<file path="config.mk">
export PLATFORM = sky130hd
export DESIGN_NAME = spc_config_regs
export DESIGN_NICKNAME = d
export VERILOG_FILES = /design/src/rtl/spc_pkg.sv /design/src/rtl/spc_config_regs.sv
export SDC_FILE = /design/constraint.sdc
export NUM_CORES = 1
export LEC_CHECK = 0
export ABC_CLOCK_PERIOD_IN_PS = 2890
export CAP_MARGIN = 20
export CORE_MARGIN = 1
export CORE_UTILIZATION = 62
export CTS_CLUSTER_SIZE = 8
export DETAILED_ROUTE_END_ITERATION = 7
export DONT_BUFFER_PORTS = 1
export HOLD_SLACK_MARGIN = 0.02
export PLACE_DENSITY = 0.78
export REMOVE_ABC_BUFFERS = 1
export SYNTH_ARGS = -nofsm -noshare
export SYNTH_HDL_FRONTEND = slang
export SYNTH_SLANG_ARGS = --single-unit
export TNS_END_PERCENT = 10
</file>
<file path="constraint.sdc">
create_clock -name clk_in -period 2.89 [get_ports clk_in]
set_input_delay 0.289 -clock clk_in [delete_from_list [all_inputs] [get_ports clk_in]]
set_output_delay 0.289 -clock clk_in [all_outputs]
set_load 0.02 [all_outputs]
</file>
<file path="src/rtl/spc_pkg.sv">
// shared constants and carrier types for the switch port config bank
package spc_pkg;

  // dword offsets inside the configuration space
  localparam logic [7:0] OFF_EEPROM   = 8'hBC;
  localparam logic [7:0] OFF_CAP_HDR  = 8'hC0;
  localparam logic [7:0] OFF_DEV_CAP  = 8'hC4;
  localparam logic [7:0] OFF_DEV_CTL  = 8'hC8;

  // eeprom access word fields
  localparam int EE_START_BIT  = 0;
  localparam int EE_CMD_BIT    = 1;
  localparam int EE_ERR_BIT    = 2;
  localparam int EE_ALOK_BIT   = 3;
  localparam int EE_ALST_BIT   = 4;
  localparam int EE_ALDIS_BIT  = 5;
  localparam int EE_RATE_LSB   = 6;
  localparam int EE_ADDR_LSB   = 9;
  localparam int EE_DATA_LSB   = 16;

  // capability header fields
  localparam int CAP_NEXT_LSB  = 8;
  localparam int CAP_VER_LSB   = 16;
  localparam int CAP_TYPE_LSB  = 20;
  localparam int CAP_SLOT_BIT  = 24;

  // device capability, control and status fields
  localparam int DCAP_RBER_BIT = 15;
  localparam int DCAP_SPLV_LSB = 18;
  localparam int DCAP_SPLS_LSB = 26;
  localparam int DCTL_MPS_LSB  = 5;
  localparam int DCTL_AUX_BIT  = 10;
  localparam int DSTS_ERR_LSB  = 16;
  localparam int DSTS_AUXD_BIT = 20;

  // fixed and reset values
  localparam logic [1:0] EE_RATE_RST   = 2'h1;
  localparam logic       EE_ALDIS_RST  = 1'b1;
  localparam logic [7:0] CAP_ID        = 8'h10;
  localparam logic [7:0] CAP_NEXT      = 8'h00;
  localparam logic [3:0] CAP_VER       = 4'h2;
  localparam logic [3:0] PORT_TYPE_UP  = 4'h5;
  localparam logic [3:0] PORT_TYPE_DN  = 4'h6;
  localparam logic [2:0] MPS_SUP_SMALL = 3'h1;
  localparam logic [2:0] MPS_SUP_LARGE = 3'h2;
  localparam logic       RBER_RST      = 1'b1;
  localparam logic [2:0] MPS_RST       = 3'h0;
  localparam logic       AUX_DET_RST   = 1'b1;
  localparam logic [1:0] STRAP_SETTLE  = 2'h3;

  typedef struct packed {
    logic        wr;
    logic        rd;
    logic [7:0]  addr;
    logic [3:0]  be;
    logic [31:0] wdata;
  } spc_cfg_req_s;

  typedef struct packed {
    logic        done;
    logic        nack;
    logic [15:0] rdata;
  } spc_ee_resp_s;

  typedef struct packed {
    logic       done;
    logic       ok;
    logic       ovr_valid;
    logic       slot_impl;
    logic [2:0] mps_sup;
    logic       rber;
  } spc_autoload_s;

  typedef struct packed {
    logic       valid;
    logic [7:0] value;
    logic [1:0] scale;
  } spc_spl_msg_s;

endpackage

</file>
<file path="src/rtl/spc_config_regs.sv">
// configuration register bank of one switch port: eeprom word and express cap
`timescale 1ns/1ps

// Function
// writing start launches one eeprom access
// command bit selects read or write
// missing eeprom acknowledge sets error flag
// autoload success flag clears when read
// autoload status shows autoload succeeded
// autoload disable bit, resets to one
// eeprom clock rate field, resets to 01b
// eeprom word address from bits 15:9
// data field feeds writes, captures reads
// fixed capability id, pointer and version
// port type upstream 0101b, downstream 0110b
// slot implemented from strap, overridable
// interrupt message number reads zero
// supported payload from strap, overridable
// phantom, extended tag, latencies read zero
// role based error reporting resets one
// upstream captures slot power limit messages
// four error reporting enables, reset zero
// oversize payload write clamps to supported
// ordering, snoop, tag, read size zero
// aux power enable sticky across resets
// error detected flags, write one clears
// hardware clears start when access completes
// aux detected reads one, pending zero
module spc_config_regs #(
  parameter bit IS_UPSTREAM = 1'b1,
  parameter int EE_ADDR_W   = 7
) (
  input  wire logic                   clk_in,           // core clock
  input  wire logic                   resetn_in,        // fundamental reset
  input  wire logic                   por_resetn_in,    // power-on reset
  input  wire logic                   ce_in,            // clock enable
  input  wire spc_pkg::spc_cfg_req_s  cfg_req_in,       // config access
  output logic [31:0]                 cfg_rdata_out,    // read data
  output logic                        cfg_rvalid_out,   // read data valid
  input  wire spc_pkg::spc_ee_resp_s  ee_resp_in,       // eeprom engine result
  output logic                        ee_start_out,     // access request
  output logic                        ee_write_out,     // 1 write, 0 read
  output logic [EE_ADDR_W-1:0]        ee_addr_out,      // eeprom word addr
  output logic [15:0]                 ee_wdata_out,     // eeprom write word
  output logic [1:0]                  ee_rate_out,      // eeprom clock rate
  output logic                        autoload_disable_out, // autoload off
  input  wire spc_pkg::spc_autoload_s al_in,            // autoload / smbus
  input  wire spc_pkg::spc_spl_msg_s  spl_msg_in,       // slot power msg
  input  wire logic [3:0]             err_detect_in,    // error pulses
  input  wire logic                   slot_present_strap_in, // slot strap pin
  input  wire logic                   large_payload_strap_in, // payload strap
  output logic [3:0]                  err_report_en_out, // report enables
  output logic [2:0]                  max_payload_out,  // programmed payload
  output logic                        aux_pm_en_out     // aux power enable
);

  if (EE_ADDR_W != 7) begin : g_chk
    $error("EE_ADDR_W must be 7");
  end

  // byte-lane merge of a config write
  function automatic logic [31:0] merge(input logic [31:0] old,
                                        input logic [31:0] wd,
                                        input logic [3:0]  be);
    logic [31:0] r;
    r = old;
    for (int i = 0; i < 4; i++) begin
      if (be[i]) begin
        r[i*8 +: 8] = wd[i*8 +: 8];
      end
    end
    return r;
  endfunction

  // write hit on a dword, whichever lanes are enabled
  function automatic logic hit(input spc_pkg::spc_cfg_req_s q,
                               input logic [7:0] off);
    return q.wr && (q.addr == off);
  endfunction

  // strap synchronisers
  logic [1:0] slot_sync;
  logic [1:0] pl_sync;
  logic [1:0] settle;

  always_ff @(posedge clk_in or negedge resetn_in) begin
    if (!resetn_in) begin
      slot_sync <= 2'h0;
      pl_sync   <= 2'h0;
    end else if (ce_in) begin
      slot_sync <= {slot_sync[0], slot_present_strap_in};
      pl_sync   <= {pl_sync[0], large_payload_strap_in};
    end
  end

  // straps are caught after release, once the synchronisers have filled
  // the count covers both stages, or the capture would read reset zeros
  always_ff @(posedge clk_in or negedge resetn_in) begin
    if (!resetn_in) begin
      settle <= spc_pkg::STRAP_SETTLE;
    end else if (ce_in && settle != 2'h0) begin
      settle <= settle - 2'h1;
    end
  end

  wire logic strap_load = (settle == 2'h1);

  // eeprom access word
  logic                 ee_start;
  logic                 ee_cmd;
  logic                 ee_err;
  logic                 al_ok;
  logic                 al_status;
  logic                 al_dis;
  logic [1:0]           ee_rate;
  logic [EE_ADDR_W-1:0] ee_addr;
  logic [15:0]          ee_data;

  // bit 8 is reserved and reads zero; a done seen while idle is
  // ignored, so a late engine pulse cannot end a new access

  logic [31:0] ee_cur;
  always_comb begin
    ee_cur = 32'h0;
    ee_cur[spc_pkg::EE_START_BIT] = ee_start;
    ee_cur[spc_pkg::EE_CMD_BIT]   = ee_cmd;
    ee_cur[spc_pkg::EE_ERR_BIT]   = ee_err;
    ee_cur[spc_pkg::EE_ALOK_BIT]  = al_ok;
    ee_cur[spc_pkg::EE_ALST_BIT]  = al_status;
    ee_cur[spc_pkg::EE_ALDIS_BIT] = al_dis;
    ee_cur[spc_pkg::EE_RATE_LSB +: 2] = ee_rate;
    ee_cur[spc_pkg::EE_ADDR_LSB +: EE_ADDR_W] = ee_addr;
    ee_cur[spc_pkg::EE_DATA_LSB +: 16] = ee_data;
  end

  wire logic        ee_wr  = IS_UPSTREAM && hit(cfg_req_in, spc_pkg::OFF_EEPROM);
  wire logic [31:0] ee_new = merge(ee_cur, cfg_req_in.wdata, cfg_req_in.be);
  wire logic        ee_fin = ee_start && ee_resp_in.done;
  wire logic        ee_launch = ee_wr && !ee_start
                                && ee_new[spc_pkg::EE_START_BIT];

  // start, command and completion
  always_ff @(posedge clk_in or negedge resetn_in) begin
    if (!resetn_in) begin
      ee_start <= 1'b0;
      ee_cmd   <= 1'b0;
    end else if (ce_in) begin
      if (ee_fin) begin
        ee_start <= 1'b0;
      end else if (ee_launch) begin
        ee_start <= 1'b1;
      end
      // command is held while a cycle runs so the engine sees one type
      if (ee_wr && !ee_start) begin
        ee_cmd <= ee_new[spc_pkg::EE_CMD_BIT];
      end
    end
  end

  // acknowledge error: cleared by a new launch, set by a failed cycle
  always_ff @(posedge clk_in or negedge resetn_in) begin
    if (!resetn_in) begin
      ee_err <= 1'b0;
    end else if (ce_in) begin
      if (ee_fin && ee_resp_in.nack) begin
        ee_err <= 1'b1;
      end else if (ee_launch) begin
        ee_err <= 1'b0;
      end
    end
  end

  // autoload flags; a successful completion in the same cycle as the read wins
  wire logic ee_rd_clr = IS_UPSTREAM && cfg_req_in.rd
                         && cfg_req_in.addr == spc_pkg::OFF_EEPROM
                         && cfg_req_in.be[0];
  wire logic al_good = al_in.done && al_in.ok && !al_dis;

  always_ff @(posedge clk_in or negedge resetn_in) begin
    if (!resetn_in) begin
      al_ok     <= 1'b0;
      al_status <= 1'b0;
    end else if (ce_in) begin
      if (al_good) begin
        al_ok <= 1'b1;
      end else if (ee_rd_clr) begin
        al_ok <= 1'b0;
      end
      if (al_in.done) begin
        al_status <= al_good;
      end
    end
  end

  // software fields of the access word
  always_ff @(posedge clk_in or negedge resetn_in) begin
    if (!resetn_in) begin
      al_dis  <= spc_pkg::EE_ALDIS_RST;
      ee_rate <= spc_pkg::EE_RATE_RST;
      ee_addr <= '0;
    end else if (ce_in && ee_wr) begin
      al_dis  <= ee_new[spc_pkg::EE_ALDIS_BIT];
      ee_rate <= ee_new[spc_pkg::EE_RATE_LSB +: 2];
      // address is frozen during a cycle to keep the access coherent
      if (!ee_start) begin
        ee_addr <= ee_new[spc_pkg::EE_ADDR_LSB +: EE_ADDR_W];
      end
    end
  end

  always_ff @(posedge clk_in or negedge resetn_in) begin
    if (!resetn_in) begin
      ee_data <= 16'h0000;
    end else if (ce_in) begin
      if (ee_fin && !ee_cmd) begin
        ee_data <= ee_resp_in.rdata;
      end else if (ee_wr) begin
        ee_data <= ee_new[spc_pkg::EE_DATA_LSB +: 16];
      end
    end
  end

  // hardware-initialised capability bits
  logic       slot_impl;
  logic [2:0] mps_sup;
  logic       rber;

  always_ff @(posedge clk_in or negedge resetn_in) begin
    if (!resetn_in) begin
      slot_impl <= 1'b0;
      mps_sup   <= spc_pkg::MPS_SUP_SMALL;
      rber      <= spc_pkg::RBER_RST;
    end else if (ce_in) begin
      if (al_in.ovr_valid) begin
        slot_impl <= al_in.slot_impl;
        mps_sup   <= al_in.mps_sup;
        rber      <= al_in.rber;
      end else if (strap_load) begin
        slot_impl <= slot_sync[1];
        mps_sup   <= pl_sync[1] ? spc_pkg::MPS_SUP_LARGE
                                : spc_pkg::MPS_SUP_SMALL;
      end
    end
  end

  // captured slot power limit, upstream only
  logic [7:0] spl_value;
  logic [1:0] spl_scale;

  always_ff @(posedge clk_in or negedge resetn_in) begin
    if (!resetn_in) begin
      spl_value <= 8'h00;
      spl_scale <= 2'h0;
    end else if (ce_in && IS_UPSTREAM && spl_msg_in.valid) begin
      spl_value <= spl_msg_in.value;
      spl_scale <= spl_msg_in.scale;
    end
  end

  // device control
  logic [3:0] rep_en;
  logic [2:0] mps;
  logic       aux_en;

  wire logic        dc_wr  = hit(cfg_req_in, spc_pkg::OFF_DEV_CTL);
  wire logic [31:0] dc_new = merge(32'h0, cfg_req_in.wdata, cfg_req_in.be);
  wire logic [2:0]  mps_wr = dc_new[spc_pkg::DCTL_MPS_LSB +: 3];
  // a later lower supported size does not re-clamp a stored value

  always_ff @(posedge clk_in or negedge resetn_in) begin
    if (!resetn_in) begin
      rep_en <= 4'h0;
      mps    <= spc_pkg::MPS_RST;
    end else if (ce_in && dc_wr && cfg_req_in.be[0]) begin
      rep_en <= dc_new[3:0];
      mps    <= (mps_wr > mps_sup) ? mps_sup : mps_wr;
    end
  end

  // sticky: only power-on reset clears it
  always_ff @(posedge clk_in or negedge por_resetn_in) begin
    if (!por_resetn_in) begin
      aux_en <= 1'b0;
    end else if (ce_in && dc_wr && cfg_req_in.be[1]) begin
      aux_en <= dc_new[spc_pkg::DCTL_AUX_BIT];
    end
  end

  // error detected flags; a detection beats a clear in the same cycle
  // a lost detection would be worse than a lost clear
  logic [3:0] err_det;
  wire logic [3:0] err_clr = (dc_wr && cfg_req_in.be[2])
                             ? dc_new[spc_pkg::DSTS_ERR_LSB +: 4] : 4'h0;

  always_ff @(posedge clk_in or negedge resetn_in) begin
    if (!resetn_in) begin
      err_det <= 4'h0;
    end else if (ce_in) begin
      err_det <= (err_det & ~err_clr) | err_detect_in;
    end
  end

  // read multiplexer
  logic [31:0] rd_mux;
  always_comb begin
    rd_mux = 32'h0;
    unique case (cfg_req_in.addr)
      spc_pkg::OFF_EEPROM: begin
        rd_mux = IS_UPSTREAM ? ee_cur : 32'h0;
      end
      spc_pkg::OFF_CAP_HDR: begin
        rd_mux[7:0] = spc_pkg::CAP_ID;
        rd_mux[spc_pkg::CAP_NEXT_LSB +: 8] = spc_pkg::CAP_NEXT;
        rd_mux[spc_pkg::CAP_VER_LSB +: 4] = spc_pkg::CAP_VER;
        rd_mux[spc_pkg::CAP_TYPE_LSB +: 4] = IS_UPSTREAM
          ? spc_pkg::PORT_TYPE_UP : spc_pkg::PORT_TYPE_DN;
        rd_mux[spc_pkg::CAP_SLOT_BIT] = slot_impl;
        // message number bits 29:25 stay zero                   // R13
      end
      spc_pkg::OFF_DEV_CAP: begin
        rd_mux[2:0] = mps_sup;
        // phantom, ext tag and latency fields stay zero         // R15
        rd_mux[spc_pkg::DCAP_RBER_BIT] = rber;
        rd_mux[spc_pkg::DCAP_SPLV_LSB +: 8] = spl_value;
        rd_mux[spc_pkg::DCAP_SPLS_LSB +: 2] = spl_scale;
      end
      spc_pkg::OFF_DEV_CTL: begin
        rd_mux[3:0] = rep_en;
        rd_mux[spc_pkg::DCTL_MPS_LSB +: 3] = mps;
        // ordering, snoop, tag, phantom and read size read zero // R20
        rd_mux[spc_pkg::DCTL_AUX_BIT] = aux_en;
        rd_mux[spc_pkg::DSTS_ERR_LSB +: 4] = err_det;
        rd_mux[spc_pkg::DSTS_AUXD_BIT] = spc_pkg::AUX_DET_RST;
      end
      default: begin
        rd_mux = 32'h0;
      end
    endcase
  end

  always_ff @(posedge clk_in or negedge resetn_in) begin
    if (!resetn_in) begin
      cfg_rdata_out  <= 32'h0;
      cfg_rvalid_out <= 1'b0;
    end else if (ce_in) begin
      cfg_rvalid_out <= cfg_req_in.rd;
      if (cfg_req_in.rd) begin
        cfg_rdata_out <= rd_mux;
      end
    end
  end

  // engine and control outputs come straight from their registers
  assign ee_start_out         = ee_start;
  assign ee_write_out         = ee_cmd;
  assign ee_addr_out          = ee_addr;
  assign ee_wdata_out         = ee_data;
  assign ee_rate_out          = ee_rate;
  assign autoload_disable_out = al_dis;
  assign err_report_en_out    = rep_en;
  assign max_payload_out      = mps;
  assign aux_pm_en_out        = aux_en;

endmodule

</file>
==> results.py <==
metrics = {
    "worst_setup_path": {
        "worstRegToRegCells": 7,
        "crit_required_ns": 3.12,
        "endpoint": "max_payload_out[1]",
        "start_kind": "flip-flop",
        "crit-reg2reg-capture": "max_payload_out[1]",
        "worstReg2RegStart": "mps_sup[1]",
        "r2r_setup_slack_ns": 0.94,
        "worstSetupPathType": "flip-flop to flip-flop",
        "arrival_ns": 2.18,
        "worst-path-max-fanout": 5,
        "cp-end-kind": "flip-flop",
        "crit_start": "mps_sup[1]",
    },
    "synthesis": {
        "async_flop_share_pct": 100,
        "synth_area_sq_um": 4370,
        "ys_seq_area_share_pct": 55.1,
        "synth_top_area_cell": "dfrtp_1",
        "synth_warnings": 0,
        "synth_flop_cell": "dfrtp_1",
        "synth-edff-count": 0,
        "synth.top_cells.by_area": "dfrtp_1 52%, mux2_2 8.0%, nand2_1 4.9%",
        "synth.distinct_cells": 51,
        "synth_area_per_cell_sq_um": 11.2,
        "synth_top_cell_area_share_pct": 51.5,
        "ys_ff_latch": 96,
        "netlist_instances": 390,
    },
    "routing": {
        "drc": 0,
        "first_pass_iters": 4,
        "finalWirelength_mm": 10.2,
        "num_vias": 3055,
        "postRouteAntennaNets": 0,
        "first_iter_violations": 173,
        "wl_per_cell_um": 20.7,
        "drt-vias-per-instance": 6.22,
    },
    "timing": {
        "setup_viol": 0,
        "fin_crit_ns": 1.95,
        "slew_viol_final": 0,
        "tns_ns": 0,
        "fin_skew_ns": 0.0123,
        "period_share_pct": 67.3,
        "rsz0062_at_grt": "no",
        "hold_viol": 0,
        "slew-limit-headroom_pct": 53.3,
        "worst_pin_slew_ns": 0.699,
        "max_freq_mhz": 514,
    },
    "layout": {
        "num-fill-cells": 520,
        "final_layout_size_suffix_gt1_share_pct": 17.0,
        "finalNonFillerCells": 491,
        "areaGrowthSynthToFinish_pct": 8.36,
        "nets": 487,
        "final-seq-area_sq_um": 2410,
        "multiInputGateArea_sq_um": 1840,
    },
    "die": {
        "die_h_um": 86.0,
        "initial_utilization_pct": 64.3,
        "core_sq_um": 6790,
        "io_pins": 162,
        "rows": 30,
        "dieArea_sq_um": 7390,
        "fp.dieW_um": 86.0,
    },
    "power_and_ir_drop": {
        "switching_power_mw": 0.702,
        "vdd_drop_max_v": 0.000287,
        "power_frac_clock_pct": 36.1,
        "powerDensity_nw_per_um2": 603,
        "switching_share_pct": 24.6,
        "power_leakage_nw": 2.19,
        "power_mw": 2.85,
        "seqPwrFrac_pct": 53.2,
        "comb_power_share_pct": 10.7,
        "internal_power_mw": 2.15,
    },
    "placed_design": {
        "dp_cells": 471,
        "gp_congestion": 0.836,
        "dp_hpwl_mm": 7.32,
        "place.port_buffers": 0,
    },
    "job": {
        "drv_cap": 0,
    },
    "global_route": {
        "grt_max_degree": 96,
        "grt_overflow": 0,
        "grt_pass1_vias": 3159,
        "grt_pass1_wl_mm": 16.1,
        "grtUsageTotal_pct": 29.0,
        "antenna_found_initial": 1,
    },
    "cts": {
        "cts_buffers": 9,
        "postCtsSetupRepairBufs": 0,
        "cts_root_buf": "clkbuf_8",
        "htreeDepth": 3,
        "clk_pin_slew_worst_paths_ns": 0.09,
        "worstSkewPairLatency_ns": 0.36,
        "cts_tree": "done",
        "ctsLongestPathBuffers": 2,
        "clock_sinks": 96,
    },
    "status": {
        "status": "complete, no violations",
    },
    "hold_path": {
        "hp-class": "input port to flip-flop",
    },
}
[synth_stat cells (6+ instances only)]
library cell,number
a21oi_1,10
a22o_1,21
a22oi_1,11
a32oi_1,6
buf_2,7
clkbuf_1,10
dfrtp_1,90
dfstp_2,6
inv_1,8
mux2_2,31
mux2i_1,19
nand2_1,57
nand3_1,6
nor2_1,9
o21ai_0,35
[cells by family after synthesis]
kind of cell             synth area share, %
AO/OA/AOI/OAI                           16.7
multiplexers                            12.3
AND/OR/NAND/NOR                         11.2
flip-flops                              55.1
adder cells (fa/ha/maj)                 1.43
buffers and inverters                   2.98
other                                 0.0858
XOR/XNOR                               0.200
[per-stage QoR]
stage | cell area, sq um | hold slack (ns) | utilization, % | setup slack (ns)
after floorplan | 4270 | -0.00659 | - | 0.258
after global placement | 4450 | -0.00653 | 65.5 | 0.868
after detailed placement | 4450 | -0.00654 | 65.5 | 0.834
after CTS | 4730 | 0.0441 | 69.7 | 0.955
after global routing | 4730 | 0.0533 | 69.7 | 0.841
final | 4740 | 0.0507 | 69.7 | 0.944
[area by class of cell]
cell class                      instances  area share (%)
Multi-Input combinational cell        264            38.8
Tap cell                               96            2.54
Antenna cell                            1          0.0528
Sequential cell                        96            50.9
Clock buffer                           11            2.77
Clock inverter                          5            2.22
Timing Repair Buffer                   10            2.11
Inverter                                8           0.634
[flip-flops by register name (all words and copies together) (netlist names), 2 cells and up]
register and count:
cfg_rdata_out 31, ee_wdata_out 16, spl_value 8, ee_addr_out 7, err_det 4, err_report_en_out 4
max_payload_out 3, mps_sup 3, ee_rate_out 2, pl_sync 2, settle 2, slot_sync 2
spl_scale 2
[what timing repair did]
| action | 4_1_cts | 5_1_grt |
|---|---|---|
| resized for setup | 0 | 0 |
| hold buffers | 3 | 0 |
| endpoints found under the hold margin | 96 | 0 |
[per-layer routing]
metal	routed length, um	track usage, %	vias to the layer above
met5	0	0	-
li1	-	-	1411
met4	148	10.3	0
met3	967	9.62	13
met2	4920	47.2	162
met1	4130	36.4	1469
[worst min path at each step]
stage / end / depth (start not counted) / from / slack (ns)
after floorplan: al_ok / 0 / resetn_in / -0.007
after global placement: aux_pm_en_out / 0 / por_resetn_in / -0.007
after detailed placement: aux_pm_en_out / 0 / por_resetn_in / -0.007
after CTS: cfg_rvalid_out / 1 / ce_in / 0.04
after global routing: err_report_en_out[1] / 1 / cfg_req_in[1] / 0.05
final: cfg_rvalid_out / 1 / ce_in / 0.05
[power by group through the flow]
| stage | Combinational (mW) | Clock (mW) | Sequential [mW] |
|---|---|---|---|
| after floorplan | 0.227 | 0 | 1.52 |
| after CTS | 0.310 | 1.04 | 1.52 |
| after global routing | 0.349 | 1.10 | 1.53 |
| final | 0.306 | 1.03 | 1.52 |
| after global placement | 0.258 | 0 | 1.54 |
| after detailed placement | 0.275 | 0 | 1.55 |
[worst max-delay path, stage by stage, from the launching register on]
cell	delay [ns]
dfrtp_1	0.46
inv_1	0.07
ha_1	0.32
nor2b_1	0.15
o21a_1	0.18
o21ai_0	0.31
mux2i_1	0.25
a21oi_1	0.08
[cell usage in the layout, fill, tap and decap left out, types with 2 or more instances in the layout]
cell,instances
and3_1,2
mux2i_1,19
dfstp_2,6
o21ai_1,4
a22oi_1,11
bufinv_16,3
and2_1,3
nand2b_1,2
a21o_1,3
dlygate4sd3_1,2
o22ai_1,5
nor3b_1,3
dfrtp_1,90
a21oi_1,10
inv_1,8
mux2_2,31
clkbuf_8,9
clkbuf_1,2
buf_4,7
nor3_1,2
a31oi_2,2
nor2_1,9
nand2_1,57
a32oi_1,6
clkinvlp_4,2
ha_1,5
a22o_1,21
nand3_1,6
o21ai_0,35
a31oi_1,3
nand4_1,4
(Power assumes the default switching activity.)
